--- config.mk ---
export PLATFORM = sky130hd
export DESIGN_NAME = slr_dev_end_flat
export DESIGN_NICKNAME = d
export VERILOG_FILES = /design/src/hdl/slr_pkg.sv /design/src/hdl/slr_reg_if.sv /design/src/hdl/slr_dev_end.sv /design/src/hdl/slr_prbs.sv /design/src/flat_wrapper.sv
export SDC_FILE = /design/constraint.sdc
export NUM_CORES = 1
export LEC_CHECK = 0
export BUFFER_PORTS_ARGS = -buffer_cell sky130_fd_sc_hd__buf_2
export CORE_MARGIN = 2
export CORE_UTILIZATION = 30
export CTS_CLUSTER_SIZE = 20
export DETAILED_ROUTE_END_ITERATION = 6
export PLACE_DENSITY = 0.48
export SLEW_MARGIN = 10
export SYNTH_ARGS = -nofsm -noshare
export SYNTH_HDL_FRONTEND = slang
export SYNTH_SLANG_ARGS = --single-unit
--- constraint.sdc ---
create_clock -name ref_clk_i -period 3.2 [get_ports ref_clk_i]
set_clock_uncertainty 0.1 [all_clocks]
set_input_delay 0 -clock ref_clk_i [delete_from_list [all_inputs] [get_ports ref_clk_i]]
set_output_delay 0 -clock ref_clk_i [all_outputs]
set_load 0.005 [all_outputs]
--- src/hdl/slr_pkg.sv ---
// What this block does
// - test code resets zero, zero sends samples
// - codes 7,8,9,16 only in 8b10b modes
// - code 10 lanes low, 11 lanes high
// - code 15 sends repeated 0x00ff word
// - test code changed only while link disabled
// - device number goes into ila multiframe two
// - device number, comma changed only while disabled
// - comma 0 k28.7, 1 k28.1, 2 k28.5
// - standard receiver keeps comma code zero
// - status bit 6 shows link up
// - status bit 5 shows sync request level
// - bit 4 sticky on realign, write one clears
// - bit 3 set by first sysref after enable
// - bit 2 serializer lock, bit 0 converter lock
// - software writes zero into reserved bits; host clears them for test and comma writes only
package slr_pkg;

  // ----------------------------------------------------------
  // register map
  // ----------------------------------------------------------
  localparam logic [9:0] ADDR_TEST   = 10'h205;
  localparam logic [9:0] ADDR_DEVNUM = 10'h206;
  localparam logic [9:0] ADDR_COMMA  = 10'h207;
  localparam logic [9:0] ADDR_STATUS = 10'h208;

  localparam logic [7:0] RST_TEST   = 8'h00;
  localparam logic [7:0] RST_DEVNUM = 8'h00;
  localparam logic [7:0] RST_COMMA  = 8'h00;

  localparam int ST_LINK_UP  = 6;
  localparam int ST_SYNC     = 5;
  localparam int ST_REALIGN  = 4;
  localparam int ST_MULTIFRAME_PHASE_SET_FLAG  = 3;
  localparam int ST_SPLL     = 2;
  localparam int ST_CPLL     = 0;

  // ----------------------------------------------------------
  // test pattern codes
  // ----------------------------------------------------------
  localparam logic [4:0] TC_NORMAL = 5'h00;
  localparam logic [4:0] TC_PRBS7  = 5'h01;
  localparam logic [4:0] TC_PRBS15 = 5'h02;
  localparam logic [4:0] TC_PRBS23 = 5'h03;
  localparam logic [4:0] TC_RAMP   = 5'h04;
  localparam logic [4:0] TC_TRANS  = 5'h05;
  localparam logic [4:0] TC_D215   = 5'h06;
  localparam logic [4:0] TC_K285   = 5'h07;
  localparam logic [4:0] TC_ILA    = 5'h08;
  localparam logic [4:0] TC_RPAT   = 5'h09;
  localparam logic [4:0] TC_LOW    = 5'h0a;
  localparam logic [4:0] TC_HIGH   = 5'h0b;
  localparam logic [4:0] TC_RSVD12 = 5'h0c;
  localparam logic [4:0] TC_PRBS9  = 5'h0d;
  localparam logic [4:0] TC_PRBS31 = 5'h0e;
  localparam logic [4:0] TC_CLOCK  = 5'h0f;
  localparam logic [4:0] TC_K287   = 5'h10;

  localparam logic [15:0] CLOCK_WORD = 16'h00ff;
  localparam logic [7:0]  CH_D215    = 8'hb5;
  localparam logic [7:0]  CH_K285    = 8'hbc;
  localparam logic [7:0]  CH_K281    = 8'h3c;
  localparam logic [7:0]  CH_K287    = 8'hfc;

  // ----------------------------------------------------------
  // comma codes and prbs selectors
  // ----------------------------------------------------------
  localparam logic [1:0] CC_K287 = 2'h0;
  localparam logic [1:0] CC_K281 = 2'h1;
  localparam logic [1:0] CC_K285 = 2'h2;

  typedef enum logic [2:0] {
    PS_7  = 3'h0,
    PS_9  = 3'h1,
    PS_15 = 3'h2,
    PS_23 = 3'h3,
    PS_31 = 3'h4
  } slr_poly_e;

  typedef enum logic [1:0] {
    HS_IDLE = 2'b01,
    HS_BUSY = 2'b10
  } slr_host_state_e;

  typedef struct packed {
    logic [30:0] lfsr;
    logic [15:0] word;
  } slr_prbs_s;

  typedef struct packed {
    logic [4:0]  test_code;
    logic [7:0]  dev_num;
    logic [1:0]  comma;
    logic        realigned;
    logic        multiframe_phase_set_flag;
    logic        armed;
    logic        en_d;
    logic        ack;
    logic [7:0]  rdata;
    logic [15:0] word;
    logic [1:0]  k;
    logic        ila_rep;
    logic        rpat;
    logic [7:0]  ramp;
    logic [7:0]  tl_cnt;
    logic [7:0]  eof_char;
    logic        eof_en;
  } slr_dev_s;

  typedef struct packed {
    slr_host_state_e state;
    logic            req;
    logic            we;
    logic [9:0]      addr;
    logic [7:0]      wdata;
    logic            rsp_valid;
    logic            rsp_refused;
    logic [7:0]      rsp_data;
  } slr_host_s;

endpackage

--- src/hdl/slr_reg_if.sv ---
`timescale 1ns/1ps
interface slr_reg_if;
  logic       req;
  logic       we;
  logic [9:0] addr;
  logic [7:0] wdata;
  logic [7:0] rdata;
  logic       ack;

  modport dev  (input req, we, addr, wdata, output rdata, ack);
  modport host (output req, we, addr, wdata, input rdata, ack);
endinterface

--- src/hdl/slr_dev_end.sv ---
`timescale 1ns/1ps
module slr_dev_end (
  input  wire logic        ref_clk_i,
  input  wire logic        rst_n_i,
  input  wire logic        ce_i,
  slr_reg_if.dev           bus,
  input  wire logic        serial_link_enable_i,
  input  wire logic        link_mode_is_8b10b_i,
  input  wire logic        link_up_i,
  input  wire logic        sync_n_i,
  input  wire logic        sysref_i,
  input  wire logic        sysref_realign_i,
  input  wire logic        serializer_pll_lock_i,
  input  wire logic        converter_pll_lock_i,
  input  wire logic [15:0] sample_data_i,
  output logic [15:0]      lane_word_o,
  output logic [1:0]       lane_k_o,
  output logic             ila_repeat_o,
  output logic             rpat_repeat_o,
  output logic [4:0]       test_pattern_code_o,
  output logic [7:0]       lane_align_device_number_o,
  output logic [7:0]       frame_end_char_o,
  output logic             frame_end_char_en_o,
  output logic [7:0]       link_status_word_o
);
  import slr_pkg::*;

  slr_dev_s    r;
  slr_dev_s    n;
  slr_poly_e   poly;
  logic [15:0] prbs_word;
  logic [7:0]  status;
  logic        take;
  logic        wr;

  // ----------------------------------------------------------
  // helpers
  // ----------------------------------------------------------
  function automatic logic hit(input logic [9:0] a,
                               input logic [9:0] reg_a);
    hit = (a == reg_a);
  endfunction

  function automatic logic [7:0] comma_char(input logic [1:0] c);
    case (c)
      CC_K281: comma_char = CH_K281;
      CC_K285: comma_char = CH_K285;
      // reserved code falls back to the compliant comma
      default: comma_char = CH_K287;
    endcase
  endfunction

  // ----------------------------------------------------------
  // live status word
  // ----------------------------------------------------------
  always_comb begin
    status = 8'h00;
    status[ST_LINK_UP] = link_up_i;
    status[ST_SYNC] = sync_n_i;
    status[ST_REALIGN] = r.realigned;
    status[ST_MULTIFRAME_PHASE_SET_FLAG] = r.multiframe_phase_set_flag;
    status[ST_SPLL] = serializer_pll_lock_i;
    status[ST_CPLL] = converter_pll_lock_i;
  end

  // ----------------------------------------------------------
  // prbs selection
  // ----------------------------------------------------------
  always_comb begin
    case (r.test_code)
      TC_PRBS7:  poly = PS_7;
      TC_PRBS9:  poly = PS_9;
      TC_PRBS15: poly = PS_15;
      TC_PRBS23: poly = PS_23;
      default:   poly = PS_31;
    endcase
  end

  // sequence restarts while the link is down so each run is repeatable
  slr_prbs u_prbs (
    .ref_clk_i (ref_clk_i),
    .rst_n_i   (rst_n_i),
    .ce_i      (ce_i),
    .sel_i     (poly),
    .restart_i (!serial_link_enable_i),
    .word_o    (prbs_word)
  );

  // ----------------------------------------------------------
  // next state
  // ----------------------------------------------------------
  assign take = bus.req && !r.ack;
  assign wr = take && bus.we;

  always_comb begin
    n = r;
    n.ack = 1'b0;
    n.en_d = serial_link_enable_i;

    // register access
    if (take) begin
      n.ack = 1'b1;
      if (hit(bus.addr, ADDR_TEST)) begin
        n.rdata = {3'h0, r.test_code};
      end else if (hit(bus.addr, ADDR_DEVNUM)) begin
        n.rdata = r.dev_num;
      end else if (hit(bus.addr, ADDR_COMMA)) begin
        n.rdata = {6'h00, r.comma};
      end else if (hit(bus.addr, ADDR_STATUS)) begin
        n.rdata = status;
      end else begin
        n.rdata = 8'h00;
      end
    end
    if (wr && hit(bus.addr, ADDR_TEST)) begin
      n.test_code = bus.wdata[4:0];
    end
    if (wr && hit(bus.addr, ADDR_DEVNUM)) begin
      n.dev_num = bus.wdata;
    end
    if (wr && hit(bus.addr, ADDR_COMMA)) begin
      n.comma = bus.wdata[1:0];
    end

    // sticky flags: write one clears, a zero leaves them, a set wins
    if (wr && hit(bus.addr, ADDR_STATUS)) begin
      if (bus.wdata[ST_REALIGN]) begin
        n.realigned = 1'b0;
      end
      if (bus.wdata[ST_MULTIFRAME_PHASE_SET_FLAG]) begin
        n.multiframe_phase_set_flag = 1'b0;
      end
    end
    if (sysref_realign_i) begin
      n.realigned = 1'b1;
    end
    if (serial_link_enable_i && !r.en_d) begin
      n.armed = 1'b1;
    end else if (!serial_link_enable_i) begin
      n.armed = 1'b0;
    end
    if (r.armed && serial_link_enable_i && sysref_i) begin
      n.multiframe_phase_set_flag = 1'b1;
      n.armed = 1'b0;
    end

    // frame end comma
    n.eof_char = comma_char(r.comma);
    n.eof_en = link_mode_is_8b10b_i;

    // lane pattern
    n.word = sample_data_i;
    n.k = 2'b00;
    n.ila_rep = 1'b0;
    n.rpat = 1'b0;
    n.ramp = r.ramp;
    n.tl_cnt = r.tl_cnt;
    case (r.test_code)
      TC_PRBS7, TC_PRBS9, TC_PRBS15,
      TC_PRBS23, TC_PRBS31: begin
        n.word = prbs_word;
      end
      TC_RAMP: begin
        n.word = {r.ramp + 8'h01, r.ramp};
        n.ramp = r.ramp + 8'h02;
      end
      TC_TRANS: begin
        n.word = {r.tl_cnt, ~r.tl_cnt};
        n.tl_cnt = r.tl_cnt + 8'h01;
      end
      TC_D215: begin
        n.word = {CH_D215, CH_D215};
      end
      TC_K285: begin
        if (link_mode_is_8b10b_i) begin
          n.word = {CH_K285, CH_K285};
          n.k = 2'b11;
        end
      end
      TC_ILA: begin
        n.ila_rep = link_mode_is_8b10b_i;
      end
      TC_RPAT: begin
        n.rpat = link_mode_is_8b10b_i;
      end
      TC_K287: begin
        if (link_mode_is_8b10b_i) begin
          n.word = {CH_K287, CH_K287};
          n.k = 2'b11;
        end
      end
      TC_LOW: begin
        n.word = 16'h0000;
      end
      TC_HIGH: begin
        n.word = 16'hffff;
      end
      TC_CLOCK: begin
        n.word = CLOCK_WORD;
      end
      default: begin
        // reserved codes behave as normal data
        n.word = sample_data_i;
      end
    endcase
    // counters idle outside their mode so each test starts from zero
    if (r.test_code != TC_RAMP) begin
      n.ramp = 8'h00;
    end
    if (r.test_code != TC_TRANS) begin
      n.tl_cnt = 8'h00;
    end
  end

  // ----------------------------------------------------------
  // state register
  // ----------------------------------------------------------
  always_ff @(posedge ref_clk_i or negedge rst_n_i) begin
    if (!rst_n_i) begin
      r <= '0;
      r.test_code <= RST_TEST[4:0];
      r.dev_num <= RST_DEVNUM;
      r.comma <= RST_COMMA[1:0];
    end else if (ce_i) begin
      r <= n;
    end
  end

  // ----------------------------------------------------------
  // outputs
  // ----------------------------------------------------------
  assign bus.ack = r.ack;
  assign bus.rdata = r.rdata;
  assign lane_word_o = r.word;
  assign lane_k_o = r.k;
  assign ila_repeat_o = r.ila_rep;
  assign rpat_repeat_o = r.rpat;
  assign test_pattern_code_o = r.test_code;
  assign lane_align_device_number_o = r.dev_num;
  assign frame_end_char_o = r.eof_char;
  assign frame_end_char_en_o = r.eof_en;
  assign link_status_word_o = status;
endmodule

--- src/hdl/slr_prbs.sv ---
`timescale 1ns/1ps
module slr_prbs (
  input  wire logic              ref_clk_i,
  input  wire logic              rst_n_i,
  input  wire logic              ce_i,
  input  wire slr_pkg::slr_poly_e sel_i,
  input  wire logic              restart_i,
  output logic [15:0]            word_o
);
  import slr_pkg::*;

  slr_prbs_s r;
  slr_prbs_s n;

  // ----------------------------------------------------------
  // tap decode, shared by both feedback terms
  // ----------------------------------------------------------
  function automatic logic [9:0] taps(input slr_poly_e s);
    case (s)
      PS_7:    taps = {5'd6, 5'd5};
      PS_9:    taps = {5'd8, 5'd4};
      PS_15:   taps = {5'd14, 5'd13};
      PS_23:   taps = {5'd22, 5'd17};
      default: taps = {5'd30, 5'd27};
    endcase
  endfunction

  // ----------------------------------------------------------
  // sixteen serial steps per clock
  // ----------------------------------------------------------
  always_comb begin
    logic [30:0] s;
    logic [9:0]  t;
    logic        fb;
    s = r.lfsr;
    t = taps(sel_i);
    fb = 1'b0;
    n = r;
    for (int i = 15; i >= 0; i--) begin
      fb = s[t[9:5]] ^ s[t[4:0]];
      n.word[i] = fb;
      s = {s[29:0], fb};
    end
    n.lfsr = s;
    // all-ones seed so no polynomial can lock up at zero
    if (restart_i) begin
      n.lfsr = '1;
    end
  end

  always_ff @(posedge ref_clk_i or negedge rst_n_i) begin
    if (!rst_n_i) begin
      r <= '{lfsr: '1, word: '0};
    end else if (ce_i) begin
      r <= n;
    end
  end

  assign word_o = r.word;
endmodule

--- src/flat_wrapper.sv ---
// flat-port wrapper written by rule: the top's interface ports become plain ports
module slr_dev_end_flat import slr_pkg::*;
  (ref_clk_i, rst_n_i, ce_i, serial_link_enable_i, link_mode_is_8b10b_i, link_up_i, sync_n_i, sysref_i, sysref_realign_i, serializer_pll_lock_i, converter_pll_lock_i, sample_data_i, lane_word_o, lane_k_o, ila_repeat_o, rpat_repeat_o, test_pattern_code_o, lane_align_device_number_o, frame_end_char_o, frame_end_char_en_o, link_status_word_o, bus_req, bus_we, bus_addr, bus_wdata, bus_rdata, bus_ack);
  slr_reg_if bus_i ();
  input  wire logic ref_clk_i;
  input  wire logic rst_n_i;
  input  wire logic ce_i;
  input  wire logic serial_link_enable_i;
  input  wire logic link_mode_is_8b10b_i;
  input  wire logic link_up_i;
  input  wire logic sync_n_i;
  input  wire logic sysref_i;
  input  wire logic sysref_realign_i;
  input  wire logic serializer_pll_lock_i;
  input  wire logic converter_pll_lock_i;
  input  wire logic [15:0] sample_data_i;
  output logic [15:0] lane_word_o;
  output logic [1:0] lane_k_o;
  output logic ila_repeat_o;
  output logic rpat_repeat_o;
  output logic [4:0] test_pattern_code_o;
  output logic [7:0] lane_align_device_number_o;
  output logic [7:0] frame_end_char_o;
  output logic frame_end_char_en_o;
  output logic [7:0] link_status_word_o;
  input wire logic [$bits(bus_i.req)-1:0] bus_req;
  input wire logic [$bits(bus_i.we)-1:0] bus_we;
  input wire logic [$bits(bus_i.addr)-1:0] bus_addr;
  input wire logic [$bits(bus_i.wdata)-1:0] bus_wdata;
  output wire logic [$bits(bus_i.rdata)-1:0] bus_rdata;
  output wire logic [$bits(bus_i.ack)-1:0] bus_ack;
  assign bus_i.req = bus_req;
  assign bus_i.we = bus_we;
  assign bus_i.addr = bus_addr;
  assign bus_i.wdata = bus_wdata;
  assign bus_rdata = bus_i.rdata;
  assign bus_ack = bus_i.ack;
  slr_dev_end u_core (.ref_clk_i(ref_clk_i), .rst_n_i(rst_n_i), .ce_i(ce_i), .bus(bus_i), .serial_link_enable_i(serial_link_enable_i), .link_mode_is_8b10b_i(link_mode_is_8b10b_i), .link_up_i(link_up_i), .sync_n_i(sync_n_i), .sysref_i(sysref_i), .sysref_realign_i(sysref_realign_i), .serializer_pll_lock_i(serializer_pll_lock_i), .converter_pll_lock_i(converter_pll_lock_i), .sample_data_i(sample_data_i), .lane_word_o(lane_word_o), .lane_k_o(lane_k_o), .ila_repeat_o(ila_repeat_o), .rpat_repeat_o(rpat_repeat_o), .test_pattern_code_o(test_pattern_code_o), .lane_align_device_number_o(lane_align_device_number_o), .frame_end_char_o(frame_end_char_o), .frame_end_char_en_o(frame_end_char_en_o), .link_status_word_o(link_status_word_o));
endmodule
==> flow_summary.yaml <==
power_and_ir_drop:
  fin_total_pwr_mw: 5.53
  power_density_nw_per_um2: 520
  vdd.ir_drop.worst_mv: 0.295
  leakagePower_nw: 4.65
synthesis:
  synthFlopType: "dfrtp_1"
  syn_avg_cell_area_um2: 8.35
  synth_fa_ha_area_share_pct: 0.492
  synth_cell_types: 80
  synth_edf_count: 0
  synth_area_um2: 7630
  postSynthCellCount: 913
  synth_top_family_by_area: "compound AO/OA/AOI/OAI gates"
  yosys.area_share.simple_pct: 17.8
  async_flop_share_pct: 100
  yosys_warnings: 0
  synth-xor-area-share_pct: 2.99
  ys_seq_area_share_pct: 37.6
  ys_ff_latch: 113
  synth_compound_area_share_pct: 26.5
  muxShareOfSynthArea_pct: 4.18
worst_setup_path:
  critPathCaptureType: "flop"
  crit_type: "reg -> reg"
  regToRegSetupSlack_ps: -240
  crit_required_ps: 3430
  cp_max_fo: 6
  arrival_ps: 3670
  start_kind: "flop"
  endpoint: "u_core.u_prbs.word_o[3]"
  cp-startpoint: "u_core.test_pattern_code_o[4]"
  r2r_end: "u_core.u_prbs.word_o[3]"
  r2r_cells: 14
  worstReg2RegStart: "u_core.test_pattern_code_o[4]"
grt:
  grt.busiest_layer: "met2"
  grt_pass1_wl_um: 47300
  gr-total-overflow: 0
  met1_usage_pct: 31.2
  grt_util_met3_pct: 4.39
  antenna_found_initial: 0
  grt_pass1_vias: 7844
  grt_start_max_net_pins: 113
  track_usage_pct: 23.4
  use_met2_pct: 36.6
sta:
  setup_tns_ps: -1900
  setup_violations: 13
  max_freq_mhz: 291
  hold_violations: 0
  rsz0062_at_grt: "yes"
  finalCriticalPeriod_ps: 3440
  setup_ws_ps: -240
  fin_crit_sh_pct: 107
  maxSlewViolCount: 0
  worst_pin_slew_ps: 967
  slew_headroom_pct: 35.3
run_status:
  failed_checks: "setup timing"
  status: "finished, violations left"
floorplan:
  die_area_um2: 26700
  chipHeight_um: 163
  row_count: 58
  ios: 106
  core_area_um2: 25000
  initial_core_util_pct: 30.5
  die_w_um: 163
routing:
  via_count: 8016
  vias_per_cell: 5.45
  post_drt_wl_per_cell_um: 21.1
  drt_iter0_drc: 675
  drtPass1Iterations: 5
  ant_nets: 0
  drc: 0
  wl_um: 31000
placed_design:
  dp.cells: 1371
  pre_cts_ws_ps: -258
  port_buffers: 101
  dp_hpwl_um: 22200
  place.gp.congestion: 0.954
layout:
  antennaDiodeCount: 0
  fillers: 2512
  drive_gt1_share_pct: 36.6
  multi_input_area_um2: 4310
  instances_no_fill: 1472
  seqCellArea_um2: 2870
  areaGrowthSynthToFinish_pct: 39.3
  nNetsFinal: 1179
clock_network:
  clkTransAtPathRegs_ps: 60
  clk-insertion-delay-late_ps: 430
  clock-sinks: 113
  root_buffer: "clkbuf_16"
  cts_buffers: 17
  h-tree-depth: 4
  ctsLongestPathBuffers: 2
  cts_tree: "yes"
worst_hold_path:
  hold_path.class: "in -> async"
flow_run:
  max_cap_viol_count: 0
-- worst min path at each step --
stage                      from                                   end  slack [ps]  cells past startpoint
floorplan               rst_n_i                        u_core.bus.ack        -400                      0
global placement        rst_n_i  u_core.lane_align_device_number_o[6]          20                      1
detailed placement      rst_n_i  u_core.lane_align_device_number_o[5]          30                      1
CTS                 bus_addr[2]                   u_core.bus.rdata[7]          90                      6
global route            rst_n_i  u_core.lane_align_device_number_o[5]         160                      2
finish                  rst_n_i  u_core.lane_align_device_number_o[5]          80                      2
-- repair_timing --
item	CTS	global route
gates resized for setup	62	25
endpoints found under the hold margin	95	0
buffers inserted	18	6
pin swaps	36	18
setup endpoints to repair	18	19
hold buffers	46	0
-- per-layer routing --
layer,part of all wire (%),vias up
met4,4.3,0
met3,5.8,82
met5,0,-
li1,-,3724
met2,46,323
met1,44,3887
-- cell type report --
cell class / count / area share, %
Multi-Input combinational cell: 651 / 40.5
Sequential cell: 113 / 27.0
Timing Repair Buffer: 315 / 22.0
Clock buffer: 18 / 4.04
Tap cell: 330 / 3.89
Clock inverter: 14 / 1.47
Inverter: 31 / 1.10
-- power breakdown --
group | switching (mW) | total (mW) | internal (mW)
sequential | 0.201 | 1.89 | 1.68
clock | 0.788 | 1.94 | 1.16
combinational | 0.894 | 1.70 | 0.804
-- per-stage QoR --
| stage | hold slack (ps) | utilization, % | cell area (µm²) |
|---|---|---|---|
| final | 81.7 | 42.4 | 10600 |
| after global routing | 157 | 42.4 | 10600 |
| after CTS | 88.0 | 41.8 | 10500 |
| after detailed placement | 25.1 | 36.0 | 9020 |
| after global placement | 24.8 | 36.0 | 9020 |
| after floorplan | -396 | - | 7660 |
-- logic make-up after synthesis --
logic type | count (synthesis)
other cells | 1
fa+ha+maj | 3
mux | 28
simple gates | 290
compound gates | 300
xor+xnor | 26
buf+inv | 152
flops | 113
-- flip-flops by register name, summed over array words and instances (netlist names) --
signal	flops
u_core.rpat_repeat_o	1
u_core.link_status_word_o	2
u_core.frame_end_char_o	3
u_core.u_prbs.word_o	16
u_core.lane_k_o	1
u_core.frame_end_char_en_o	1
u_core.test_pattern_code_o	5
u_core.bus.rdata	8
u_core.u_prbs.r	31
u_core.ila_repeat_o	1
u_core.lane_word_o	16
u_core.bus.ack	1
u_core.r	19
u_core.lane_align_device_number_o	8
-- cells in the final DEF, fill, tap and decap left out, types with 5 or more instances in the layout --
cell,netlist,layout
o21a_1,5,5
a22oi_1,13,11
o211ai_1,10,10
clkbuf_16,0,17
mux2_2,21,21
mux2i_1,6,6
xnor2_1,13,9
dfstp_2,31,31
dlygate4sd3_1,0,46
nor3_1,13,11
o21ai_1,4,13
o21ai_0,69,57
nand4_1,14,14
xor2_1,13,12
a211oi_1,10,7
buf_2,10,99
a41oi_1,7,6
nor2_1,112,112
dfrtp_1,82,81
o31ai_1,6,5
o221ai_1,8,5
a31oi_1,24,23
a21o_1,5,5
nand3_1,28,28
a221oi_1,12,11
and3_1,12,6
buf_4,55,151
inv_1,29,29
nand2_1,65,64
o22ai_1,21,20
nand2b_1,8,7
buf_6,1,15
a21oi_1,61,58
and3_4,0,6
-- worst max-delay path, cell delays in order, from the launching register on --
cell and delay, ps:
dfrtp_1 420, buf_6 150, nand3b_1 270, buf_6 200, o211ai_1 280, o2111a_2 320, buf_12 120, and3_4 190
mux2i_4 90, a31oi_4 200, mux2i_1 100, o211a_4 280, o211a_4 260, o21a_1 190, o31ai_2 170
-- cell usage after synthesis (all sizes together), types with 14 or more instances --
master | instances | share of area [%]
a21oi | 63 | 4.3
a31oi | 25 | 2.2
buf | 75 | 6.7
clkbuf | 46 | 2.3
dfrtp | 82 | 27
dfstp | 31 | 11
inv | 29 | 1.4
mux2 | 21 | 3.1
nand2 | 65 | 3.2
nand3 | 28 | 1.8
nand4 | 14 | 1.1
nor2 | 115 | 5.8
o21ai | 73 | 4.8
o22ai | 21 | 1.7
Note: power is estimated with default switching activity, not from simulation.
